`src/gated_timer_cfg.svh`:
```
// How it works
// - special event trigger clears whole counter
// - trigger clear never sets overflow flag
// - compare pair acts as counter period
// - byte write beats a simultaneous trigger
// - comparator output resampled on increment clock
// - external mode needs falling edge first
// - bit 7 picks gate polarity, any source
// - bit 6 gates counting only while on
// - bits 5-4 select prescale 1,2,4,8
// - bit 3 LP oscillator only without clkout
// - bit 2 bypasses external sync, external only
// - bit 1 picks pin or internal clock
// - bit 0 starts and stops counting
// - gate source chosen, effective only when enabled
// - count read and written as two bytes
// - rollover FFFF to 0000 sets overflow flag
// - byte write clears hidden prescale counter
`ifndef GATED_TIMER_CFG_SVH
`define GATED_TIMER_CFG_SVH

`define ADDR_W             3
`define OFS_CONTROL        3'h0
`define OFS_COUNT_LOW      3'h1
`define OFS_COUNT_HIGH     3'h2
`define OFS_AUX_CONTROL    3'h3
`define OFS_IRQ_ENABLE     3'h4
`define OFS_IRQ_FLAGS      3'h5

`define CTL_GATE_POL       7
`define CTL_GATE_EN        6
`define CTL_PRESCALE_HI    5
`define CTL_PRESCALE_LO    4
`define CTL_LP_OSC_EN      3
`define CTL_SYNC_BYPASS    2
`define CTL_CLK_SRC        1
`define CTL_TIMER_ON       0

`define AUX_COMP2_OUT      6
`define AUX_FAST_CLK       4
`define AUX_GATE_SRC       1
`define AUX_COMP_SYNC      0
`define AUX_WR_MASK        8'h1F

`define IRQ_OVERFLOW       0
`define IRQ_SPECIAL_EVT    5
`define IRQ_MASK           8'h21

`define RST_CONTROL        8'h00
`define RST_AUX_CONTROL    8'h02
`define RST_IRQ_ENABLE     8'h00
`define RST_IRQ_FLAGS      8'h00
`define RST_COUNT          16'h0000
`define COUNT_MAX          16'hFFFF

`define INT_DIV_LAST       2'h3

`endif

```
`src/gated_timer_pkg.sv`:
```
package gated_timer_pkg;
   typedef logic [7:0]  byte_t;
   typedef logic [15:0] count_t;
   typedef logic [2:0]  presc_t;
   // increment clock origin, gray along fosc4 -> fosc -> pin -> lp
   typedef enum logic [1:0] {
      SRC_FOSC4 = 2'b00,
      SRC_FOSC  = 2'b01,
      SRC_PIN   = 2'b11,
      SRC_LP    = 2'b10
   } clk_src_t;
endpackage

```
`src/timer_clk_if.sv`:
```
`timescale 1ns/1ps
interface timer_clk_if;
   logic raw_clk;    // selected external clock level
   logic bypass;     // skip the two-stage synchroniser
   logic ext_mode;   // external source counting active
   logic tick;       // one-cycle counting edge
   modport ctrl (output raw_clk, output bypass, output ext_mode, input tick);
   modport edge_det (input raw_clk, input bypass, input ext_mode, output tick);
endinterface

```
`src/timer_edge_detect.sv`:
```
`timescale 1ns/1ps
`include "gated_timer_cfg.svh"
module timer_edge_detect (
   input  wire logic     i_clk_sys,  // system clock
   input  wire logic     i_rst,      // synchronous reset
   timer_clk_if.edge_det clk_if      // external clock path
);
   import gated_timer_pkg::*;

   logic sync1_reg;
   logic sync2_reg;
   logic raw_reg;
   logic prev_reg;
   logic armed_reg;
   logic armed_next;
   wire  level;
   wire  rise;
   wire  fall;

   assign level = clk_if.bypass ? raw_reg : sync2_reg;
   assign rise  = level & ~prev_reg;
   assign fall  = ~level & prev_reg;
   assign armed_next = clk_if.ext_mode & (armed_reg | fall);
   assign clk_if.tick = clk_if.ext_mode & armed_reg & rise;

   always_ff @(posedge i_clk_sys) begin
      if (i_rst) begin
         sync1_reg <= 1'b0;
         sync2_reg <= 1'b0;
         raw_reg   <= 1'b0;
         prev_reg  <= 1'b0;
         armed_reg <= 1'b0;
      end else begin
         sync1_reg <= clk_if.raw_clk;
         sync2_reg <= sync1_reg;
         raw_reg   <= clk_if.raw_clk;
         prev_reg  <= level;
         armed_reg <= armed_next;
      end
   end
endmodule // timer_edge_detect

```
`src/gated_timer.sv`:
```
`timescale 1ns/1ps
`include "gated_timer_cfg.svh"
module gated_timer (
   input  wire logic                  i_clk_sys,          // 100 MHz system clock
   input  wire logic                  i_rst,              // synchronous reset
   input  wire logic [`ADDR_W-1:0]    i_addr,             // register address
   input  wire gated_timer_pkg::byte_t i_wdata,           // write data
   input  wire logic                  i_wr,               // write strobe
   input  wire logic                  i_rd,               // read strobe
   input  wire logic                  i_ext_clock_pin,    // external count clock
   input  wire logic                  i_lp_osc_clk,       // LP crystal oscillator level
   input  wire logic                  i_internal_osc,     // internal osc without clkout
   input  wire logic                  i_gate_pin,         // gate pin
   input  wire logic                  i_comparator_two_output, // raw comparator out
   input  wire logic                  i_special_event,    // trigger pulse from compare
   output gated_timer_pkg::byte_t     o_rdata,            // read data, next cycle
   output logic                       o_irq,              // level interrupt
   output gated_timer_pkg::count_t    o_count,            // counter to compare unit
   output logic                       o_comp_synced,      // comparator on timer clock
   output logic                       o_lp_osc_enable     // LP oscillator run request
);
   import gated_timer_pkg::*;

   ////////////////////////////////////////////////////////////////////////////////
   // registers
   byte_t    ctrl_reg;
   byte_t    aux_reg;
   byte_t    irq_en_reg;
   byte_t    irq_flag_reg;
   byte_t    irq_flag_next;
   count_t   count_reg;
   count_t   count_next;
   presc_t   pre_reg;
   presc_t   pre_next;
   logic [1:0] div_reg;
   byte_t    rdata_reg;
   logic     irq_reg;
   logic     comp_sync_reg;
   logic     lp_en_reg;
   logic     gate_s1_reg;
   logic     gate_s2_reg;

   timer_clk_if clk_if ();

   timer_edge_detect u_edge (
      .i_clk_sys (i_clk_sys),
      .i_rst     (i_rst),
      .clk_if    (clk_if)
   );

   ////////////////////////////////////////////////////////////////////////////////
   // helpers
   function automatic presc_t presc_last(input logic [1:0] sel);
      presc_last = presc_t'((4'h1 << sel) - 4'h1);
   endfunction

   function automatic logic hit(input logic [`ADDR_W-1:0] a, input logic [`ADDR_W-1:0] o);
      hit = (a == o);
   endfunction

   ////////////////////////////////////////////////////////////////////////////////
   // decode
   wire       gate_pol    = ctrl_reg[`CTL_GATE_POL];
   wire       gate_en     = ctrl_reg[`CTL_GATE_EN];
   wire [1:0] presc_sel   = ctrl_reg[`CTL_PRESCALE_HI:`CTL_PRESCALE_LO];
   wire       lp_bit      = ctrl_reg[`CTL_LP_OSC_EN];
   wire       sync_bypass = ctrl_reg[`CTL_SYNC_BYPASS];
   wire       ext_src     = ctrl_reg[`CTL_CLK_SRC];
   wire       timer_on    = ctrl_reg[`CTL_TIMER_ON];
   wire       fast_clk    = aux_reg[`AUX_FAST_CLK];
   wire       gate_src    = aux_reg[`AUX_GATE_SRC];
   wire       comp_sync   = aux_reg[`AUX_COMP_SYNC];

   wire wr_ctrl  = i_wr & hit(i_addr, `OFS_CONTROL);
   wire wr_low   = i_wr & hit(i_addr, `OFS_COUNT_LOW);
   wire wr_high  = i_wr & hit(i_addr, `OFS_COUNT_HIGH);
   wire wr_aux   = i_wr & hit(i_addr, `OFS_AUX_CONTROL);
   wire wr_ien   = i_wr & hit(i_addr, `OFS_IRQ_ENABLE);
   wire wr_iflag = i_wr & hit(i_addr, `OFS_IRQ_FLAGS);
   wire cnt_wr   = wr_low | wr_high;

   ////////////////////////////////////////////////////////////////////////////////
   // clock source selection
   wire      lp_active = lp_bit & i_internal_osc;
   clk_src_t src;
   assign src = ext_src ? (lp_active ? SRC_LP : SRC_PIN)
                        : (fast_clk ? SRC_FOSC : SRC_FOSC4);

   assign clk_if.raw_clk  = (src == SRC_LP) ? i_lp_osc_clk : i_ext_clock_pin;
   assign clk_if.bypass   = sync_bypass & ext_src;
   assign clk_if.ext_mode = ext_src & timer_on;

   wire int_tick = (src == SRC_FOSC) | (div_reg == `INT_DIV_LAST);
   wire src_tick = ext_src ? clk_if.tick : int_tick;

   ////////////////////////////////////////////////////////////////////////////////
   // gate
   wire comp_level  = comp_sync ? comp_sync_reg : i_comparator_two_output;
   wire gate_level  = gate_src ? comp_level : gate_s2_reg;
   wire gate_active = gate_pol ? gate_level : ~gate_level;
   wire gate_ok     = ~gate_en | gate_active;
   wire run         = timer_on & gate_ok;

   ////////////////////////////////////////////////////////////////////////////////
   // prescaler and counter
   wire pre_done = src_tick & (pre_reg == presc_last(presc_sel));
   wire inc      = run & pre_done;
   wire sevt_clr = i_special_event & ~cnt_wr;
   wire wrap     = inc & ~cnt_wr & ~i_special_event & (count_reg == `COUNT_MAX);

   always_comb begin
      pre_next = pre_reg;
      if (cnt_wr) begin
         pre_next = '0;
      end else if (run & src_tick) begin
         pre_next = pre_done ? '0 : presc_t'(pre_reg + 3'h1);
      end
   end

   // compare match drives the trigger, so the compare pair sets the period
   always_comb begin
      count_next = count_reg;
      if (cnt_wr) begin
         if (wr_low) begin
            count_next[7:0] = i_wdata;
         end
         if (wr_high) begin
            count_next[15:8] = i_wdata;
         end
      end else if (i_special_event) begin
         count_next = `RST_COUNT;
      end else if (inc) begin
         count_next = count_t'(count_reg + 16'h0001);
      end
   end

   ////////////////////////////////////////////////////////////////////////////////
   // interrupt flags, set beats write-one clear
   wire [7:0] flag_set = {2'b00, i_special_event, 4'b0000, wrap};
   wire [7:0] flag_clr = wr_iflag ? (i_wdata & `IRQ_MASK) : 8'h00;
   assign irq_flag_next = (irq_flag_reg & ~flag_clr) | flag_set;
   // next mask too, so the pin never lags a mask write
   wire [7:0] ien_next = wr_ien ? (i_wdata & `IRQ_MASK) : irq_en_reg;
   wire irq_next = |(irq_flag_next & ien_next);

   ////////////////////////////////////////////////////////////////////////////////
   // read mux
   wire [7:0] aux_view = {1'b0, i_comparator_two_output, aux_reg[5:0]};
   wire [7:0] rd_mux =
      hit(i_addr, `OFS_CONTROL)     ? ctrl_reg        :
      hit(i_addr, `OFS_COUNT_LOW)   ? count_reg[7:0]  :
      hit(i_addr, `OFS_COUNT_HIGH)  ? count_reg[15:8] :
      hit(i_addr, `OFS_AUX_CONTROL) ? aux_view        :
      hit(i_addr, `OFS_IRQ_ENABLE)  ? irq_en_reg      :
      hit(i_addr, `OFS_IRQ_FLAGS)   ? irq_flag_reg    : 8'h00;
   wire [7:0] rdata_next = i_rd ? rd_mux : 8'h00;

   ////////////////////////////////////////////////////////////////////////////////
   // software registers
   always_ff @(posedge i_clk_sys) begin
      if (i_rst) begin
         ctrl_reg   <= `RST_CONTROL;
         aux_reg    <= `RST_AUX_CONTROL;
         irq_en_reg <= `RST_IRQ_ENABLE;
      end else begin
         if (wr_ctrl) begin
            ctrl_reg <= i_wdata;
         end
         if (wr_aux) begin
            aux_reg <= i_wdata & `AUX_WR_MASK;
         end
         if (wr_ien) begin
            irq_en_reg <= i_wdata & `IRQ_MASK;
         end
      end
   end

   // timer state
   always_ff @(posedge i_clk_sys) begin
      if (i_rst) begin
         count_reg    <= `RST_COUNT;
         pre_reg      <= '0;
         div_reg      <= '0;
         irq_flag_reg <= `RST_IRQ_FLAGS;
      end else begin
         count_reg    <= count_next;
         pre_reg      <= pre_next;
         div_reg      <= 2'(div_reg + 2'h1);
         irq_flag_reg <= irq_flag_next;
      end
   end

   // output and sampling flops
   always_ff @(posedge i_clk_sys) begin
      if (i_rst) begin
         rdata_reg     <= 8'h00;
         irq_reg       <= 1'b0;
         comp_sync_reg <= 1'b0;
         lp_en_reg     <= 1'b0;
         gate_s1_reg   <= 1'b0;
         gate_s2_reg   <= 1'b0;
      end else begin
         rdata_reg   <= rdata_next;
         irq_reg     <= irq_next;
         lp_en_reg   <= lp_active;
         gate_s1_reg <= i_gate_pin;
         gate_s2_reg <= gate_s1_reg;
         if (src_tick) begin
            comp_sync_reg <= i_comparator_two_output;
         end
      end
   end

   assign o_rdata         = rdata_reg;
   assign o_irq           = irq_reg;
   assign o_count         = count_reg;
   assign o_comp_synced   = comp_sync_reg;
   assign o_lp_osc_enable = lp_en_reg;
endmodule // gated_timer

```
`config.mk`:
```
export PLATFORM = sky130hd
export DESIGN_NAME = gated_timer
export DESIGN_NICKNAME = d
export VERILOG_FILES = /design/src/gated_timer_pkg.sv /design/src/timer_clk_if.sv /design/src/timer_edge_detect.sv /design/src/gated_timer.sv
export VERILOG_INCLUDE_DIRS = /design/src
export SDC_FILE = /design/constraint.sdc
export NUM_CORES = 1
export LEC_CHECK = 0
export BUFFER_PORTS_ARGS = -buffer_cell sky130_fd_sc_hd__buf_4
export CORE_ASPECT_RATIO = 2
export CORE_MARGIN = 2
export CORE_UTILIZATION = 30
export CTS_CLUSTER_SIZE = 40
export DETAILED_ROUTE_END_ITERATION = 12
export GPL_TIMING_DRIVEN = 0
export PLACE_DENSITY = 0.59
export SLEW_MARGIN = 20
export SYNTH_ARGS = -nofsm -noshare
export SYNTH_HDL_FRONTEND = slang
export SYNTH_SLANG_ARGS = --single-unit
```
`constraint.sdc`:
```
create_clock -name i_clk_sys -period 2.5 [get_ports i_clk_sys]
set_clock_uncertainty 0.2 [all_clocks]
set_input_delay 0.625 -clock i_clk_sys [delete_from_list [all_inputs] [get_ports i_clk_sys]]
set_output_delay 0.625 -clock i_clk_sys [all_outputs]
set_load 0.01 [all_outputs]
```
==> run metrics, run 1 <==
Mapped Area 0.00283 sq mm; first-pass GRT wire length 15,100 microns; Final min period 2.41 ns; layout cell share with drive strength beyond 1 19.1%; IO Port Bufs 46; vias in the first global route 2,780; Pwr Density 536 mW/mm^2; yosys warns 0; Critical R2R Launch ctrl_reg[0]; Synth area leader dfxtp_1; Initial Util 30.5%; Final Setup Violations 0; register bit count reported by yosys 55; CP max FO 4; die height 141 microns; GR Util All Layers 19.7%; critical path endpoint o_count[6]; outcome complete, no violations; Seq pwr share 49.4%; pin count of the biggest net entering global routing 17; Critical Path Start Type flip-flop; Logic pwr share 13.3%; RR Endpoint o_count[6]; TritonCTS Buffers 5; number of H-tree levels 2; Worst setup startpoint ctrl_reg[0]; Synth cell types 51; Slew HR 54.4%; most frequent cell after synthesis dfxtp_1; leakage power 1.31 nW; vias per cell 5.67; Syn Area/Cell 8.24 sq um; setup TNS 0 ns; Post-synth top cells dfxtp_1 (55), nor2_1 (38), nand2_1 (33); Placer Congestion 0.945; sequential cell area 0.00110 sq mm; Root Driver clkbuf_16; crit end category flip-flop; Clk pwr share 37.3%; Seq/Total Area, Yosys 39.0%; Row Count 50; CTS sink cnt 55; Antenna diodes 0; DRC viols 0; total grt overflow 0; fin util 38.0%; sw power 0.000515 W; Layout area overhead 24.5%; Place WS -0.664 ns; die area 0.0103 sq mm; maximum vdd drop 0.000268 V; Worst Tran Pin Value 0.684 ns; DP Wirelength 7710 microns; Final Hold Fails 0; Post-Syn Nets 367; Multi-input gate area 0.00169 sq mm; number of flops mapped to enable cells by yosys 0; Final Max Slew Viols 0; CTS Hold Bufs 0; Pint 0.00137 W; num ports 48; Reg2Reg Depth 7; worst min path class reg2reg; Yosys top cell area share 39.0%; Critical Path AT 2.44 ns; # Max-Cap Violations 0; wire per inst 19.8 microns; TritonCTS clock tree done; antenna-violating nets left 0; switching part of the total 27.3%; fmax 0.414 GHz; Critical Path RT 2.53 ns; later-pin clock latency in the skew report 0.30 ns; Mapped Cells 343; Reg2Reg Setup Slack 0.09 ns; CTS Buffer Depth 2; PnR worst setup slack 0.0856 ns; clock transition at the registers of the reported paths 0.08 ns; max reg flops 16; initial antenna violation count 0; fill cell count 993; Post-synth top flop dfxtp_1; core area 0.00926 sq mm; Die X 72.6 microns; fin crit share 96.6%; via count 2,842; main area contributors after synthesis dfxtp_1 (39%), mux2i_1 (7.1%), nor2_1 (5.0%); RSZ-0062 raised after global routing true; Detailed Route WL 9910 microns; first drt pass iteration count 5; Synth async-reset ratio 0%; Layout Nets 421; initial drt markers 180; kind of critical path reg2reg
-- kinds of logic after synthesis --
group / Yosys count / share of synthesized area [%]
and+or+nand+nor: 148 / 25.4
DFF: 55 / 39.0
buffers and inverters: 25 / 3.41
muxes: 20 / 7.09
AOI/OAI and AO/OA: 86 / 22.0
xor gates and xnor gates: 6 / 1.86
adders and majority gates: 3 / 1.33
-- how the worst min path moves through the flow --
stage	from	to	slack (ns)	depth (start not counted)
2_1_floorplan	div_reg[0]	div_reg[0]	0.20	1
5_1_grt	div_reg[0]	div_reg[0]	0.25	1
4_1_cts	div_reg[0]	div_reg[0]	0.23	1
3_3_place_gp	div_reg[0]	div_reg[0]	0.21	1
6_report	div_reg[0]	div_reg[0]	0.22	1
3_5_place_dp	div_reg[0]	div_reg[0]	0.22	1
-- cell type report --
cell class	instances	area share (%)
Multi-Input combinational cell	263	47.9
Sequential cell	55	31.4
Timing Repair Buffer	48	10.2
Tap cell	104	3.70
Clock buffer	5	3.56
Buffer	16	1.92
Inverter	8	0.854
Clock inverter	2	0.391
-- through the flow --
step / hold WS [ns] / power (W) / instance area [sq um] / cells
after floorplan: 0.199 / 0.00108 / 2830 / 343
after global placement: 0.208 / 0.00119 / 3310 / 493
after detailed placement: 0.217 / 0.00119 / 3310 / 493
after CTS: 0.227 / 0.00189 / 3490 / 501
after global routing: 0.252 / 0.00195 / 3520 / 501
final: 0.224 / 0.00189 / 3520 / 501
-- repair_timing --
| item | in CTS | in global routing |
|---|---|---|
| buffers inserted | 2 | 0 |
| resized for setup | 6 | 10 |
| setup endpoints to repair | 18 | 13 |
| pin swaps | 1 | 0 |
| hold endpoints to repair | 0 | 0 |
-- power by group through the flow --
stage                     clock network, W  logic [W]  registers, W
after global routing              0.000746   0.000273      0.000934
after detailed placement                 0   0.000243      0.000951
after floorplan                          0   0.000136      0.000947
final                             0.000703   0.000251      0.000931
after global placement                   0   0.000242      0.000950
after CTS                         0.000713   0.000247      0.000930
-- metal layers --
layer	wire, microns	part of all wire (%)	vias up	global-route usage [%]
li1	-	-	1357	-
met1	3550	36	1349	20.3
met2	5370	54	104	35.4
met3	476	4.8	32	3.00
met4	515	5.2	0	12.4
met5	0	0	-	0
-- critical path: stages, from the launching register on --
cell and delay (ns):
dfxtp_1 0.43, nand2_2 0.08, o32a_1 0.42, a311oi_4 0.30
buf_4 0.23, a21oi_2 0.09, or3_1 0.38, a211oi_1 0.22
-- cell usage in the layout (no fill, tap or decap), types with 3 or more instances in the layout --
master     instances
a21oi_1           22
nor4_1             4
inv_1              8
a22oi_1            6
nor3_1            15
xnor2_1            5
nand3_1           13
buf_4             48
o221ai_1           5
o31ai_1            6
clkbuf_16          5
nand2_1           33
nand4_1            9
ha_1               3
nand2b_1           7
clkbuf_1          10
dfxtp_2            3
nor2_1            38
nor2b_1           13
mux2i_1           20
dfxtp_1           52
a211oi_1          10
o21ai_0            8
or3_1              3
o22ai_1            3
(Power assumes the default switching activity.)
==> inputs of run 2 (changes only) <==
RECOVER_POWER = 100   (was not set)
==> run 2 against run 1 <==
  * Utilization decreased by 1.1 points
  * Global-route usage unchanged
  * Register-to-register slack about the same
  * Highest routed layer unchanged
==> run metrics, run 2 (synthesis gave the netlist of run 1 again) <==
outcome complete, no violations; Pint 0.00136 W (-0.67%); Root Driver clkbuf_16; initial drt markers 199 (+11%); fmax 0.414 GHz (about the same); CTS Buffer Depth 2 (unchanged); die height 141 microns (unchanged); kind of critical path reg2reg; clock transition at the registers of the reported paths 0.07 ns (about the same); # Max-Cap Violations 0 (unchanged); Critical Path RT 2.52 ns (about the same); DP Wirelength 7710 microns (unchanged); later-pin clock latency in the skew report 0.30 ns (about the same); TritonCTS Buffers 5 (unchanged); pin count of the biggest net entering global routing 17 (unchanged); Pwr Density 549 mW/mm^2 (+2.3%); maximum vdd drop 0.000268 V (about the same); first-pass GRT wire length 15,100 microns (unchanged); Final Max Slew Viols 0 (unchanged); num ports 48 (unchanged); initial antenna violation count 0 (unchanged); number of H-tree levels 2 (unchanged); total grt overflow 0 (unchanged); placed insts 493 (unchanged); switching part of the total 27.4% (+0.058 points); antenna-violating nets left 0 (unchanged); IO Port Bufs 46 (unchanged); WL met1 3540 microns (-0.17%); Final min period 2.41 ns (-0.00158 ns); Die X 72.6 microns (unchanged); Logic pwr share 13.0% (-0.3 points); Critical Path Start Type flip-flop; Worst Tran Pin Value 0.686 ns (+0.00138 ns); crit end category flip-flop; Max Used Layer met4; Final Hold Fails 0 (unchanged); fin crit share 96.5% (about the same); fin cells 501 (unchanged); max reg flops 16 (unchanged); layout cell share with drive strength beyond 1 12.1% (-7.1 points); via count 2,877 (+1.2%); most common cell after layout, fill and taps aside dfxtp_1; Critical Path AT 2.44 ns (about the same); Layout Nets 421 (unchanged); fill cell count 1,028 (+3.5%); Row Count 50 (unchanged); vias in the first global route 2,780 (unchanged); Placer Congestion 0.945 (unchanged); met2 wire length 5380 microns (about the same); RSZ-0062 raised after global routing true; DRC viols 0 (unchanged); sequential cell area 0.00110 sq mm (-0.23%); CTS sink cnt 55 (unchanged); overall power 0.00188 W (-0.59%); GR Util All Layers 19.7% (unchanged); sw power 0.000513 W (-0.38%); Clk pwr share 37.4% (about the same); CTS Hold Bufs 0 (unchanged); Initial Util 30.5% (unchanged); first drt pass iteration count 4 (-1); Seq pwr share 49.6% (+0.2 points); Layout area overhead 20.9%; core area 0.00926 sq mm (unchanged); Detailed Route WL 9930 microns (+0.18%); Antenna diodes 0 (unchanged); worst min path class reg2reg; vias per cell 5.74 (+1.2%); Slew HR 54.3% (-0.092 points); Multi-input gate area 0.00169 sq mm (unchanged); wire per inst 19.8 microns (+0.18%); CP max FO 4 (unchanged); die area 0.0103 sq mm (unchanged); commonest cells after routing, fill and taps aside dfxtp_1 (54), nor2_1 (38), clkbuf_1 (37); TritonCTS clock tree done; Final Setup Violations 0 (unchanged); leakage power 1.20 nW (-8.4%); met3 wire len 481 microns (+1.1%)
==> run 2: final timing paths <==
check	startpoint	depth (start not counted)	slack, ns	to
worst min-delay path	div_reg[0]	1	0.22	div_reg[0]
worst max-delay path	ctrl_reg[0]	7	0.09	o_count[6]
worst max register to register	ctrl_reg[0]	7	0.09	o_count[6]
worst min register to register	div_reg[0]	1	0.22	div_reg[0]
==> run 2: what timing repair did <==
item | 4_1_cts | 5_1_grt
setup endpoints to repair | 18 | 13
pin swaps | 1 | 0
gates cloned | 0 | 0
buffers inserted | 2 | 0
resized for setup | 6 | 10
==> run 2: routing by layer <==
metal	GRT usage [%]	up-vias
li1	-	1362
met1	20.3	1377
met2	35.4	104
met3	3.00	34
met4	12.4	0
met5	0	-
==> run 2: power groups by stage <==
stage	Combinational (W)	Clock, W	Sequential, W
3_5_place_dp	0.000243	0	0.000951
3_3_place_gp	0.000242	0	0.000950
2_1_floorplan	0.000136	0	0.000947
5_1_grt	0.000265	0.000746	0.000933
4_1_cts	0.000247	0.000713	0.000930
6_report	0.000243	0.000701	0.000930
==> run 2: through the flow <==
stage	TNS (ns)	util [%]	instance area [sq um]	worst slack [ns]	hold WS (ns)
finish	0	36.9	3420	0.0872	0.224
global route	-0.0256	36.9	3420	-0.0170	0.252
CTS	0	37.7	3490	0.0262	0.227
detailed placement	-7.50	35.7	3310	-0.664	0.217
global placement	-7.73	35.7	3310	-0.661	0.208
floorplan	0	-	2830	0.0163	0.199
==> run 2: worst max-delay path, cell delays in order, from the launching register on <==
cell	delay [ns]
dfxtp_1	0.42
nand2_2	0.08
o32a_1	0.42
a311oi_4	0.30
buf_4	0.23
a21oi_2	0.09
or3_1	0.37
a211oi_1	0.22
==> run 2: final cells by class <==
type	count	area share, %
Buffer	16	1.98
Multi-Input combinational cell	263	49.3
Clock inverter	2	0.403
Sequential cell	55	32.3
Tap cell	104	3.81
Clock buffer	5	3.66
Timing Repair Buffer	48	7.69
Inverter	8	0.879
